File: config.mk
export PLATFORM = sky130hd
export DESIGN_NAME = parallel_port_line_logic
export DESIGN_NICKNAME = d
export VERILOG_FILES = /design/src/ppl_pkg.sv /design/src/ppl_port.sv /design/src/parallel_port_line_logic.sv
export SDC_FILE = /design/constraint.sdc
export NUM_CORES = 2
export LEC_CHECK = 0
export BUFFER_PORTS_ARGS = -buffer_cell sky130_fd_sc_hd__buf_2
export CAP_MARGIN = 20
export CELL_PAD_IN_SITES_DETAIL_PLACEMENT = 2
export CELL_PAD_IN_SITES_GLOBAL_PLACEMENT = 2
export CORE_AREA = 2 2 471 473
export CTS_CLUSTER_DIAMETER = 30
export DETAILED_ROUTE_END_ITERATION = 8
export DIE_AREA = 0 0 473 475
export GPL_TIMING_DRIVEN = 0
export PLACE_DENSITY_LB_ADDON = 0.1
export SYNTH_ARGS = -nofsm -noshare
export SYNTH_HDL_FRONTEND = slang
export SYNTH_SLANG_ARGS = --single-unit
File: constraint.sdc
create_clock -name clk -period 5.3 [get_ports clk]
set_input_delay 0.53 -clock clk [delete_from_list [all_inputs] [get_ports clk]]
set_output_delay 0.53 -clock clk [all_outputs]
set_load 0.005 [all_outputs]
File: src/ppl_pkg.sv
// shared constants and types of the parallel port line logic
package ppl_pkg;

  // ----------------------------------------------------------------
  // port map
  // ----------------------------------------------------------------
  localparam int NPORT   = 9;   // p0l p0h p1l p1h p2 p3 p4 p5 p6
  localparam int MAXW    = 16;  // widest line vector carried
  localparam int PORT_IX_WIDTH = 4;
  localparam logic [PORT_IX_WIDTH-1:0] PIX_P0L = 4'h0;
  localparam logic [PORT_IX_WIDTH-1:0] PIX_P0H = 4'h1;
  localparam logic [PORT_IX_WIDTH-1:0] PIX_P1L = 4'h2;
  localparam logic [PORT_IX_WIDTH-1:0] PIX_P1H = 4'h3;
  localparam logic [PORT_IX_WIDTH-1:0] PIX_P2  = 4'h4;
  localparam logic [PORT_IX_WIDTH-1:0] PIX_P3  = 4'h5;
  localparam logic [PORT_IX_WIDTH-1:0] PIX_P4  = 4'h6;
  localparam logic [PORT_IX_WIDTH-1:0] PIX_P5  = 4'h7;
  localparam logic [PORT_IX_WIDTH-1:0] PIX_P6  = 4'h8;

  // line counts
  localparam int BYTE_LINES = 8;
  localparam int P3_LINES   = 15;
  localparam int P5_LINES   = 6;

  // ----------------------------------------------------------------
  // reset values
  // ----------------------------------------------------------------
  localparam logic [MAXW-1:0] RST_DIRECTION = 16'h0000;  // all inputs
  localparam logic [MAXW-1:0] RST_DRAIN     = 16'h0000;  // push/pull
  localparam logic [MAXW-1:0] RST_LATCH     = 16'h0000;

  // ----------------------------------------------------------------
  // timing
  // ----------------------------------------------------------------
  localparam int CLK_PERIOD_NS   = 10;
  localparam int STATE_TIME_NS   = 20;
  localparam int STATE_CYCLES    = (STATE_TIME_NS + CLK_PERIOD_NS - 1) / CLK_PERIOD_NS;
  localparam int STATE_CNT_W     = 4;

  // ----------------------------------------------------------------
  // access request
  // ----------------------------------------------------------------
  typedef enum logic [1:0] {
    TGT_DATA,
    TGT_DIRECTION,
    TGT_DRAIN
  } ppl_target_t;

  typedef enum logic [2:0] {
    OP_READ,
    OP_WRITE,
    OP_RMW_SET,
    OP_RMW_CLEAR,
    OP_RMW_TOGGLE
  } ppl_op_t;

  typedef struct packed {
    logic [PORT_IX_WIDTH-1:0] port;
    ppl_target_t              target;
    ppl_op_t                  op;
    logic [MAXW-1:0]          data;
    logic [MAXW-1:0]          mask;
  } ppl_req_t;

  // alternate function controls, one bit per line
  typedef struct packed {
    logic [MAXW-1:0] outEn;    // alternate output function enabled
    logic [MAXW-1:0] outData;  // alternate output data
    logic [MAXW-1:0] autoDir;  // hardware owns the direction
    logic [MAXW-1:0] autoOut;  // hardware direction value, 1 = drive
  } ppl_alt_t;

  // line count of each port
  function automatic int portWidth(input int ix);
    case (ix)
      5:       portWidth = P3_LINES;
      7:       portWidth = P5_LINES;
      default: portWidth = BYTE_LINES;
    endcase
  endfunction : portWidth

  // open drain select exists on p2, p3 and p6 only
  function automatic bit portHasDrain(input int ix);
    portHasDrain = (ix == 4) || (ix == 5) || (ix == 8);
  endfunction : portHasDrain

  // p5 has no direction control
  function automatic bit portHasDir(input int ix);
    portHasDir = (ix != 7);
  endfunction : portHasDir

endpackage : ppl_pkg

File: src/ppl_port.sv
// one parallel port: latches, direction, drain select, sampling, drivers
`timescale 1ns/100ps
module ppl_port #(
  parameter int W        = 8,
  parameter bit HAS_DIR  = 1'b1,
  parameter bit HAS_OD   = 1'b0
) (
  input  wire logic                   clk,
  input  wire logic                   reset,
  input  wire logic                   ce,
  input  wire logic                   stateTick,
  input  wire logic                   sel,
  input  wire ppl_pkg::ppl_req_t      req,
  input  wire ppl_pkg::ppl_alt_t      alt,
  input  wire logic [ppl_pkg::MAXW-1:0] pinIn,
  output logic      [ppl_pkg::MAXW-1:0] pinOut,
  output logic      [ppl_pkg::MAXW-1:0] pinOe,
  output logic      [ppl_pkg::MAXW-1:0] altIn,
  output logic      [ppl_pkg::MAXW-1:0] view
);

  // ----------------------------------------------------------------
  // state
  // ----------------------------------------------------------------
  logic [W-1:0] sync1_q, sync2_q, sync3_q, level_q, inLatch_q;
  logic [W-1:0] latch_q, dir_q, drain_q;
  logic [W-1:0] effDir, drvVal, readVal, src, mask, result;
  logic         isWrite, isRmw;

  // three stage pin synchroniser
  always_ff @(posedge clk) begin
    if (reset) begin
      sync1_q <= '0;
      sync2_q <= '0;
      sync3_q <= '0;
    end else if (ce) begin
      sync1_q <= pinIn[W-1:0];
      sync2_q <= sync1_q;
      sync3_q <= sync2_q;
    end
  end

  // level accepted once stages two and three agree
  always_ff @(posedge clk) begin
    if (reset) begin
      level_q <= '0;
    end else if (ce) begin
      for (int i = 0; i < W; i++) begin
        if (sync2_q[i] == sync3_q[i]) level_q[i] <= sync3_q[i];
      end
    end
  end

  // input latch loads every state time regardless of direction
  always_ff @(posedge clk) begin
    if (reset) begin
      inLatch_q <= '0;
    end else if (ce && stateTick) begin
      inLatch_q <= level_q;
    end
  end

  // ----------------------------------------------------------------
  // software access
  // ----------------------------------------------------------------
  // effective direction: hardware owned lines follow the alternate unit
  assign effDir = HAS_DIR ? ((alt.autoDir[W-1:0] & alt.autoOut[W-1:0]) |
                             (~alt.autoDir[W-1:0] & dir_q)) : '0;

  // per line read source: output latch where the direction register is set, sampled pin otherwise
  assign readVal = (dir_q & latch_q) | (~dir_q & inLatch_q);

  // source of the selected register
  always_comb begin
    unique case (req.target)
      ppl_pkg::TGT_DATA:      src = readVal;
      ppl_pkg::TGT_DIRECTION: src = dir_q;
      ppl_pkg::TGT_DRAIN:     src = drain_q;
      default:                src = '0;
    endcase
  end

  assign mask    = req.mask[W-1:0];
  assign isWrite = sel && (req.op == ppl_pkg::OP_WRITE);
  assign isRmw   = sel && (req.op == ppl_pkg::OP_RMW_SET || req.op == ppl_pkg::OP_RMW_CLEAR ||
                           req.op == ppl_pkg::OP_RMW_TOGGLE);

  // bit set, clear and toggle on masked lines only
  always_comb begin
    unique case (req.op)
      ppl_pkg::OP_RMW_SET:    result = src | mask;
      ppl_pkg::OP_RMW_CLEAR:  result = src & ~mask;
      ppl_pkg::OP_RMW_TOGGLE: result = src ^ mask;
      ppl_pkg::OP_WRITE:      result = (src & ~mask) | (req.data[W-1:0] & mask);
      default:                result = src;
    endcase
  end

  // output latch: writes land here whatever the direction
  always_ff @(posedge clk) begin
    if (reset) begin
      latch_q <= ppl_pkg::RST_LATCH[W-1:0];
    end else if (ce && (isWrite || isRmw) && req.target == ppl_pkg::TGT_DATA) begin
      if (isWrite) latch_q <= (latch_q & ~mask) | (req.data[W-1:0] & mask);
      else         latch_q <= result;
    end
  end

  // direction register
  always_ff @(posedge clk) begin
    if (reset) begin
      dir_q <= ppl_pkg::RST_DIRECTION[W-1:0];
    end else if (ce && HAS_DIR && (isWrite || isRmw) && req.target == ppl_pkg::TGT_DIRECTION) begin
      dir_q <= result;
    end
  end

  // drain select register
  always_ff @(posedge clk) begin
    if (reset) begin
      drain_q <= ppl_pkg::RST_DRAIN[W-1:0];
    end else if (ce && HAS_OD && (isWrite || isRmw) && req.target == ppl_pkg::TGT_DRAIN) begin
      drain_q <= result;
    end
  end

  // ----------------------------------------------------------------
  // pin drivers
  // ----------------------------------------------------------------
  // latch gated by the alternate output data
  assign drvVal = latch_q & ((alt.outEn[W-1:0] & alt.outData[W-1:0]) |
                             ~alt.outEn[W-1:0]);

  // driver registers; open drain never drives high
  always_ff @(posedge clk) begin
    if (reset) begin
      pinOut <= '0;
      pinOe  <= '0;
    end else if (ce) begin
      pinOut <= ppl_pkg::MAXW'(drvVal & ~drain_q);
      pinOe  <= ppl_pkg::MAXW'(effDir & ~(drain_q & drvVal));
    end
  end

  // alternate input follows the sampled pin level
  always_ff @(posedge clk) begin
    if (reset) begin
      altIn <= '0;
    end else if (ce) begin
      altIn <= ppl_pkg::MAXW'(level_q);
    end
  end

  // readback view, upper unused lines read zero
  assign view = ppl_pkg::MAXW'(src);

endmodule : ppl_port

File: src/parallel_port_line_logic.sv
// top of the parallel port line logic: state timer, request routing, readback
`timescale 1ns/100ps

// ------------------------------------------------------------------
// top
// ------------------------------------------------------------------
module parallel_port_line_logic (
  input  wire logic                                    clk,
  input  wire logic                                    reset,
  input  wire logic                                    ce,
  input  wire logic                                    reqValid,
  input  wire ppl_pkg::ppl_req_t                       req,
  input  wire ppl_pkg::ppl_alt_t                       alt    [ppl_pkg::NPORT],
  input  wire logic [ppl_pkg::NPORT-1:0][ppl_pkg::MAXW-1:0] pinIn,
  output logic      [ppl_pkg::NPORT-1:0][ppl_pkg::MAXW-1:0] pinOut,
  output logic      [ppl_pkg::NPORT-1:0][ppl_pkg::MAXW-1:0] pinOe,
  output logic      [ppl_pkg::NPORT-1:0][ppl_pkg::MAXW-1:0] altIn,
  output logic      [ppl_pkg::MAXW-1:0]                rdData_q,
  output logic                                         rdValid_q,
  output logic                                         stateTick_q
);

  // ----------------------------------------------------------------
  // state time
  // ----------------------------------------------------------------
  logic [ppl_pkg::STATE_CNT_W-1:0] stateCnt_q;

  // divides the clock down to one tick per state time
  always_ff @(posedge clk) begin
    if (reset) begin
      stateCnt_q  <= '0;
      stateTick_q <= 1'b0;
    end else if (ce) begin
      if (stateCnt_q == ppl_pkg::STATE_CNT_W'(ppl_pkg::STATE_CYCLES - 1)) begin
        stateCnt_q  <= '0;
        stateTick_q <= 1'b1;
      end else begin
        stateCnt_q  <= stateCnt_q + 1'b1;
        stateTick_q <= 1'b0;
      end
    end
  end

  // ----------------------------------------------------------------
  // ports
  // ----------------------------------------------------------------
  logic [ppl_pkg::NPORT-1:0][ppl_pkg::MAXW-1:0] view;
  logic                                        portValid;

  assign portValid = (req.port < ppl_pkg::PORT_IX_WIDTH'(ppl_pkg::NPORT));

  // one instance per port, widths and options from the port map
  for (genvar p = 0; p < ppl_pkg::NPORT; p++) begin : g_port
    ppl_port #(
      .W       (ppl_pkg::portWidth(p)),
      .HAS_DIR (ppl_pkg::portHasDir(p)),
      .HAS_OD  (ppl_pkg::portHasDrain(p))
    ) u_port (
      .clk       (clk),
      .reset     (reset),
      .ce        (ce),
      .stateTick (stateTick_q),
      .sel       (reqValid && req.port == ppl_pkg::PORT_IX_WIDTH'(p)),
      .req       (req),
      .alt       (alt[p]),
      .pinIn     (pinIn[p]),
      .pinOut    (pinOut[p]),
      .pinOe     (pinOe[p]),
      .altIn     (altIn[p]),
      .view      (view[p])
    );
  end

  // ----------------------------------------------------------------
  // readback
  // ----------------------------------------------------------------
  // every request taken while ce is high answers next cycle with the pre-access value
  always_ff @(posedge clk) begin
    if (reset) begin
      rdData_q  <= '0;
      rdValid_q <= 1'b0;
    end else if (ce) begin
      rdValid_q <= reqValid;
      if (reqValid) begin
        rdData_q <= portValid ? view[req.port] : '0;
      end
    end
  end

endmodule : parallel_port_line_logic

Yosys cells after proc, flatten, opt, wreduce, memory -nomap -nowiden
Index checks and enable logic that the tools add are counted.
{"block": "classes", "add_sub_neg": 1, "order_cmp": 2, "eq_ne": 92, "n_mux": 32, "n_bitwise": 175, "reduce_logical": 148}
{"cell": "bitwise AND 8 bit", "count": 59}
{"cell": "OR 8 bit", "count": 42}
{"cell": "case mux 8 bit (4 select lines)", "count": 7}
{"cell": "inverter 8 bit", "count": 22}
{"cell": "AND reduction 2 bit", "count": 78}
{"cell": "bitwise AND 15 bit", "count": 10}
{"cell": "OR 15 bit", "count": 6}
{"cell": "case mux 8 bit (2 select lines)", "count": 5}
{"cell": "== test 1 bit", "count": 77}
{"cell": "bitwise AND 8 x 16 -> 16 bit", "count": 4}
{"cell": "binary-select mux 16 bit (select 4 bit)", "count": 1}
{"cell": "inverter 15 bit", "count": 4}
{"cell": "case mux 15 bit (4 select lines)", "count": 1}
{"cell": "logical AND 1 bit", "count": 57}
{"cell": "2-to-1 mux 8 bit", "count": 7}
{"cell": "XOR 8 bit", "count": 7}
{"cell": "inverter 16 bit", "count": 3}
{"cell": "case mux 8 bit (3 select lines)", "count": 2}
{"cell": "case mux 15 bit (3 select lines)", "count": 1}
{"cell": "bitwise AND 15 x 16 -> 16 bit", "count": 2}
{"cell": "2-to-1 mux 16 bit", "count": 2}
{"cell": "inverter 8 -> 16 bit", "count": 2}
{"cell": "bitwise AND 6 bit", "count": 5}
{"cell": "OR 6 bit", "count": 4}
{"cell": "24 further kinds", "count": 42}
{"block": "word_totals", "register_bits": 845, "inputBits": 765, "word_cells": 613}

Longest topological paths before layout
{"block": "logic_depth", "word_depth": 8, "mapped_depth": 12}

Cells and area by module
From an unflattened synthesis, not the netlist that was laid out.
{"block": "unflattened", "hier_cells": 5306, "area_unflattened_um2": 44418.9}
{"module": "ppl_port (g_port[2].u_port ...)", "n_inst": 2, "cells_each": 523, "area_per_inst_um2": 4376.7}
{"module": "ppl_port (g_port[0].u_port ...)", "n_inst": 2, "cells_each": 523, "area_per_inst_um2": 4356.7}
{"module": "ppl_port (g_port[5].u_port)", "n_inst": 1, "cells_each": 1026, "area_per_inst_um2": 8329.2}
{"module": "ppl_port (g_port[4].u_port)", "n_inst": 1, "cells_each": 566, "area_per_inst_um2": 4752.1}
{"module": "ppl_port (g_port[8].u_port)", "n_inst": 1, "cells_each": 567, "area_per_inst_um2": 4674.5}
{"module": "ppl_port (g_port[6].u_port)", "n_inst": 1, "cells_each": 525, "area_per_inst_um2": 4357.9}
{"module": "ppl_port (g_port[7].u_port)", "n_inst": 1, "cells_each": 315, "area_per_inst_um2": 2653.8}
{"module": "parallel_port_line_logic", "n_inst": 1, "cells_each": 215, "area_per_inst_um2": 2184.6}

Least setup slack after synthesis
Ideal clock, no wire load.
{"block": "synth_timing", "path_kind": "input -> register", "start": "input port req[35] (netlist name)", "end": "register g_port[6].u_port.latch_q[6]", "setup_ns": 0.132, "arrival_ns": 2.518, "t_required_ns": 5.168, "path_slack_ns": 2.651, "path_stages": 10, "n_path_buf": 2, "cell_sequence": "buf_6 -> buf_2 -> or3b_2 -> a21oi_1 -> inv_1 -> ha_1 -> a21o_1 -> a221o_1 -> a221oi_1 -> nor3_1"}
{"block": "synth_between", "elab_chain_len": 6, "word_cells_on_any_way": 10}
{"element": "start: declaration", "line_no": "parallel_port_line_logic.sv:12", "text": "input wire ppl_pkg::ppl_req_t req,"}
{"element": "== test 2 x 1 -> 1 bit or logical NOT 2 bit (tied branches)", "line_no": "ppl_port.sv:75, ppl_port.sv:103"}
{"element": "case mux 8 bit (2 select lines)", "line_no": "ppl_port.sv:75", "text": "unique case (req.target)"}
{"element": "bitwise AND 8 bit", "line_no": "ppl_port.sv:92, ppl_port.sv:94"}
{"element": "OR 8 bit", "line_no": "ppl_port.sv:94", "text": "ppl_pkg::OP_WRITE: result = (src & ~mask) | (req.data[W-1:0] & mask);"}
{"element": "case mux 8 bit (4 select lines)", "line_no": "ppl_port.sv:90", "text": "unique case (req.op)"}
{"element": "2-to-1 mux 8 bit", "line_no": "ppl_port.sv:104", "text": "if (isWrite) latch_q <= (latch_q & ~mask) | (req.data[W-1:0] & mask);"}
{"element": "end signal: assignment", "line_no": "ppl_port.sv:102", "text": "latch_q <= ppl_pkg::RST_LATCH[W-1:0];"}
{"element": "end signal: assignment", "line_no": "ppl_port.sv:104"}
{"element": "end signal: assignment", "line_no": "ppl_port.sv:105", "text": "else latch_q <= result;"}
{"element": "end: declaration", "line_no": "ppl_port.sv:26", "text": "logic [W-1:0] latch_q, dir_q, drain_q;"}
Several ways; a longest one is shown, not always the timed one.
A chain may end at the register's enable or synchronous reset.

Final worst setup path
{"block": "layout_timing", "start": "input port req[35] (netlist name)", "end": "register g_port[3].u_port.latch_q[1]"}
{"block": "layout_between", "elab_chain_len": 6, "word_cells_on_any_way": 10}
{"element": "== test 2 x 1 -> 1 bit or logical NOT 2 bit (tied branches)", "line_no": "ppl_port.sv:75, ppl_port.sv:103"}
{"element": "case mux 8 bit (2 select lines)", "line_no": "ppl_port.sv:75"}
{"element": "bitwise AND 8 bit", "line_no": "ppl_port.sv:92, ppl_port.sv:94"}
{"element": "OR 8 bit", "line_no": "ppl_port.sv:94"}
{"element": "case mux 8 bit (4 select lines)", "line_no": "ppl_port.sv:90"}
{"element": "2-to-1 mux 8 bit", "line_no": "ppl_port.sv:104"}
{"element": "end signal: assignment", "line_no": "ppl_port.sv:102"}
{"element": "end signal: assignment", "line_no": "ppl_port.sv:104"}
{"element": "end signal: assignment", "line_no": "ppl_port.sv:105"}
{"element": "end: declaration", "line_no": "ppl_port.sv:26"}
Several ways; a longest one is shown, not always the timed one.

==> results_dict.tcl <==
set metrics [dict create \
    clockPowerShare_pct 67.5 \
    wirelength_mm 274.8 \
    setup_viol 0 \
    wl_per_cell_um 30.48 \
    synthDistinctLibCells 86 \
    pwr-share-seq_pct 25.1 \
    clkSlewWorstSetupHoldPaths_ns 0.04 \
    fin_crit_ns 4.085 \
    hold_class "in -> reg" \
    yosysMostFrequentCell "dfxtp_1" \
    skew_ns 0.04847 \
    rr_endpoint "g_port[3].u_port.latch_q[3]" \
    intPower_uw 19070 \
    cts_setup_buffers 0 \
    synth_top_area_share_pct 41.90 \
    cts_tree "yes" \
    drv_slew 0 \
    synth-warning-count 0 \
    fin_nets 6764 \
    r2r_slack_ns 1.64 \
    tightest_slew_ns 1.285 \
    finalCritPeriodShare_pct 77.08 \
    crit_arrival_ns 4.82 \
    drt_iter0_drc 2723 \
    holdPathStages 3 \
    worstSetupStartpointType "primary input" \
    cts_sinks 810 \
    port_buffers 651 \
    cts_root_buffer "clkbuf_16" \
    ant_nets 0 \
    top_usage_layer "met2" \
    vias 41697 \
    synth-compound-area-share_pct 20.87 \
    die_area_mm2 0.2247 \
    grt_pass1_wl_mm 368.0 \
    powerDensity_mw_per_mm2 428.3 \
    grt_overflow 0 \
    status "completed" \
    synth_flop_cell "dfxtp_1" \
    viasPerCell 4.624 \
    syn_area_mm2 0.03870 \
    syn2layout_area_growth_pct 52.19 \
    drv_cap 0 \
    grt_max_degree 17 \
    p_leak_uw 0.02513 \
    grt_use_total_pct 23.66 \
    syn_avg_cell_area_um2 8.612 \
    netSwitchingPower_uw 6159 \
    antenna_found_initial 44 \
    synth_area_leaders "dfxtp_1, mux2i_1, nor2_1" \
    htreeDepth 5 \
    met1_usage_pct 31.50 \
    grt_util_met3_pct 5.261 \
    rsz0062_at_grt "no" \
    dr.pass1.iters 5 \
    crit_fanout 10 \
    yosys.area_share.adder_pct 2.683 \
    die_height_um 475 \
    numCtsBuffers 312 \
    ys_seq_area_share_pct 41.90 \
    synthMuxAreaShare_pct 10.39 \
    place.gp.congestion 0.9580 \
    dp_hpwl_mm 217.4 \
    reg2reg_depth 6 \
    finalSetupTns_ns 0 \
    crit_required_ns 6.03 \
    pre_cts_slack_ns 0.4166 \
    num-fill-cells 24821 \
    netlist_top_cells_count "dfxtp_1, nor2_1, mux2i_1" \
    die_w_um 473 \
    critPathCaptureType "flop" \
    hold_viol 0 \
    start_util_pct 17.67 \
    clock_latency_ns 0.91 \
    slew_headroom_pct 14.30 \
    drc 0 \
    finalPower_uw 25230 \
    yosys.area_share.simple_pct 15.48 \
    grt_pass1_vias 42969 \
    synth_top_area_cell "dfxtp_1" \
    max_freq_ghz 0.2448 \
    coreArea_mm2 0.2191 \
    synth_edf_count 0 \
    comb_power_share_pct 7.5 \
    ir_drop_uv 322.8 \
    hold_path_startpoint "alt[128]" \
    synth_top_family_by_area "compound AO/OA/AOI/OAI gates" \
    cts.path.max_buffers 4 \
    drive_above_1_share_pct 24.88 \
    r2r_start "g_port[3].u_port.inLatch_q[3]" \
    path_class "in -> reg" \
    synthCells 4494 \
    grtUsageMet2_pct 37.15 \
    swShare_pct 24.42 \
    synthArstFlopShare_pct 0 \
    io_pins 1215 \
    synthXorXnorAreaFrac_pct 0.06789 \
    min_to "g_port[6].u_port.pinOe[0]" \
    rows 172 \
    final.setup.worst_slack_ns 1.215 \
    synth-seq-cells 810 \
]
-- critical path, stage by stage --
cell and delay, ns:
buf_2 0.14, buf_2 0.52, buf_2 0.72, buf_2 0.63, o21ai_0 0.16, a21oi_1 0.52
inv_1 0.09, ha_1 0.29, a222oi_1 0.94, o311ai_0 0.23
-- sequential cells by signal (all words and copies together), names as in the netlist --
signal and flops:
stateCnt_q 4, g_port.u_port.level_q 77, rdValid_q 1, g_port.u_port.dir_q 71, rdData_q 15, g_port.u_port.sync3_q 77, g_port.u_port.pinOe 71, stateTick_q 1
g_port.u_port.drain_q 31, g_port.u_port.latch_q 77, g_port.u_port.sync1_q 77, g_port.u_port.inLatch_q 77, g_port.u_port.pinOut 77, g_port.u_port.sync2_q 77, g_port.u_port.altIn 77
-- final cells by class --
cell class | instances | area [um2] | share of cell area (%)
multi-input combinational | 3252 | 19940 | 33.86
sequential | 810 | 16220 | 27.53
clock buffer | 470 | 9275 | 15.75
timing repair buffer | 901 | 5937 | 10.08
tap | 2871 | 3592 | 6.099
buffer | 524 | 2909 | 4.939
clock inverter | 53 | 546.8 | 0.9283
inverter | 115 | 431.7 | 0.7329
antenna | 21 | 52.55 | 0.08922
-- power by group through the flow --
stage | logic, uW | clock network (uW) | registers, uW
CTS | 1880 | 17300 | 6320
finish | 1890 | 17000 | 6320
global placement | 1710 | 0 | 6420
detailed placement | 1760 | 0 | 6420
global route | 2000 | 17700 | 6330
floorplan | 827 | 0 | 6370
-- logic make-up (layout without fill, tap and decap cells) --
logic type	after synthesis	in the layout
simple gates	1322	1322
buf+inv	639	2063
other cells	1	229
flops	810	810
xor+xnor	3	3
compound gates	1235	1235
fa+ha+maj	83	83
mux	401	401
-- what timing repair did --
action,in CTS,in global routing
hold buffers,220,0
gates resized for setup,0,0
hold endpoints to repair,156,0
-- cell usage in the layout (no fill, tap or decap), drive strengths merged, types with 9 or more instances in the layout --
cell / netlist / routed
mux2i: 396 / 396
a311oi: 53 / 53
nor2: 625 / 625
buf: 324 / 1005
conb: 1 / 208
or3b: 38 / 38
o221ai: 24 / 24
ha: 83 / 83
nand3: 21 / 21
o22ai: 30 / 30
o211ai: 98 / 98
nand2: 375 / 375
a211oi: 131 / 131
and2: 25 / 25
a32oi: 32 / 32
o31ai: 16 / 16
a21o: 99 / 99
nand2b: 47 / 47
or2: 35 / 35
a22oi: 12 / 12
dfxtp: 810 / 810
nor3b: 28 / 28
bufinv: 0 / 9
clkbuf: 200 / 670
nor3: 59 / 59
o21ai: 225 / 225
dlygate4sd3: 0 / 220
nor2b: 18 / 18
o21a: 25 / 25
clkinv: 0 / 35
diode: 0 / 21
inv: 115 / 124
a21oi: 383 / 383
a2bb2oi: 10 / 10
a222oi: 18 / 18
-- per-layer routing --
| metal | vias up | part of all wire [%] | wire [um] |
|---|---|---|---|
| li1 | 18559 | - | - |
| met1 | 21017 | 45 | 124200 |
| met2 | 1679 | 44 | 121700 |
| met3 | 436 | 6.9 | 19020 |
| met4 | 6 | 3.6 | 9955 |
| met5 | - | 0.015 | 40 |
-- worst max path at each step --
stage,startpoint,endpoint,slack (ns)
2_1_floorplan,req[35],g_port[6].u_port.latch_q[6],2.65
3_3_place_gp,req[35],g_port[3].u_port.latch_q[1],0.38
3_5_place_dp,req[35],g_port[3].u_port.latch_q[1],0.42
4_1_cts,req[35],g_port[3].u_port.latch_q[1],1.39
5_1_grt,req[35],g_port[3].u_port.latch_q[1],1.26
6_report,req[35],g_port[3].u_port.latch_q[1],1.21
-- per-stage QoR --
| step | hold WS (ns) | instances | utilization, % | cell area (um2) |
|---|---|---|---|---|
| floorplan | 0.4310 | 4701 | - | 39480 |
| finish | 0.04711 | 9017 | 26.89 | 58900 |
| CTS | 0.0002581 | 8995 | 26.86 | 58840 |
| global route | 0.02790 | 9000 | 26.87 | 58860 |
| global placement | 0.4426 | 8223 | 21.15 | 46330 |
| detailed placement | 0.4535 | 8252 | 21.37 | 46810 |
Note: power is estimated with default switching activity, not from simulation.
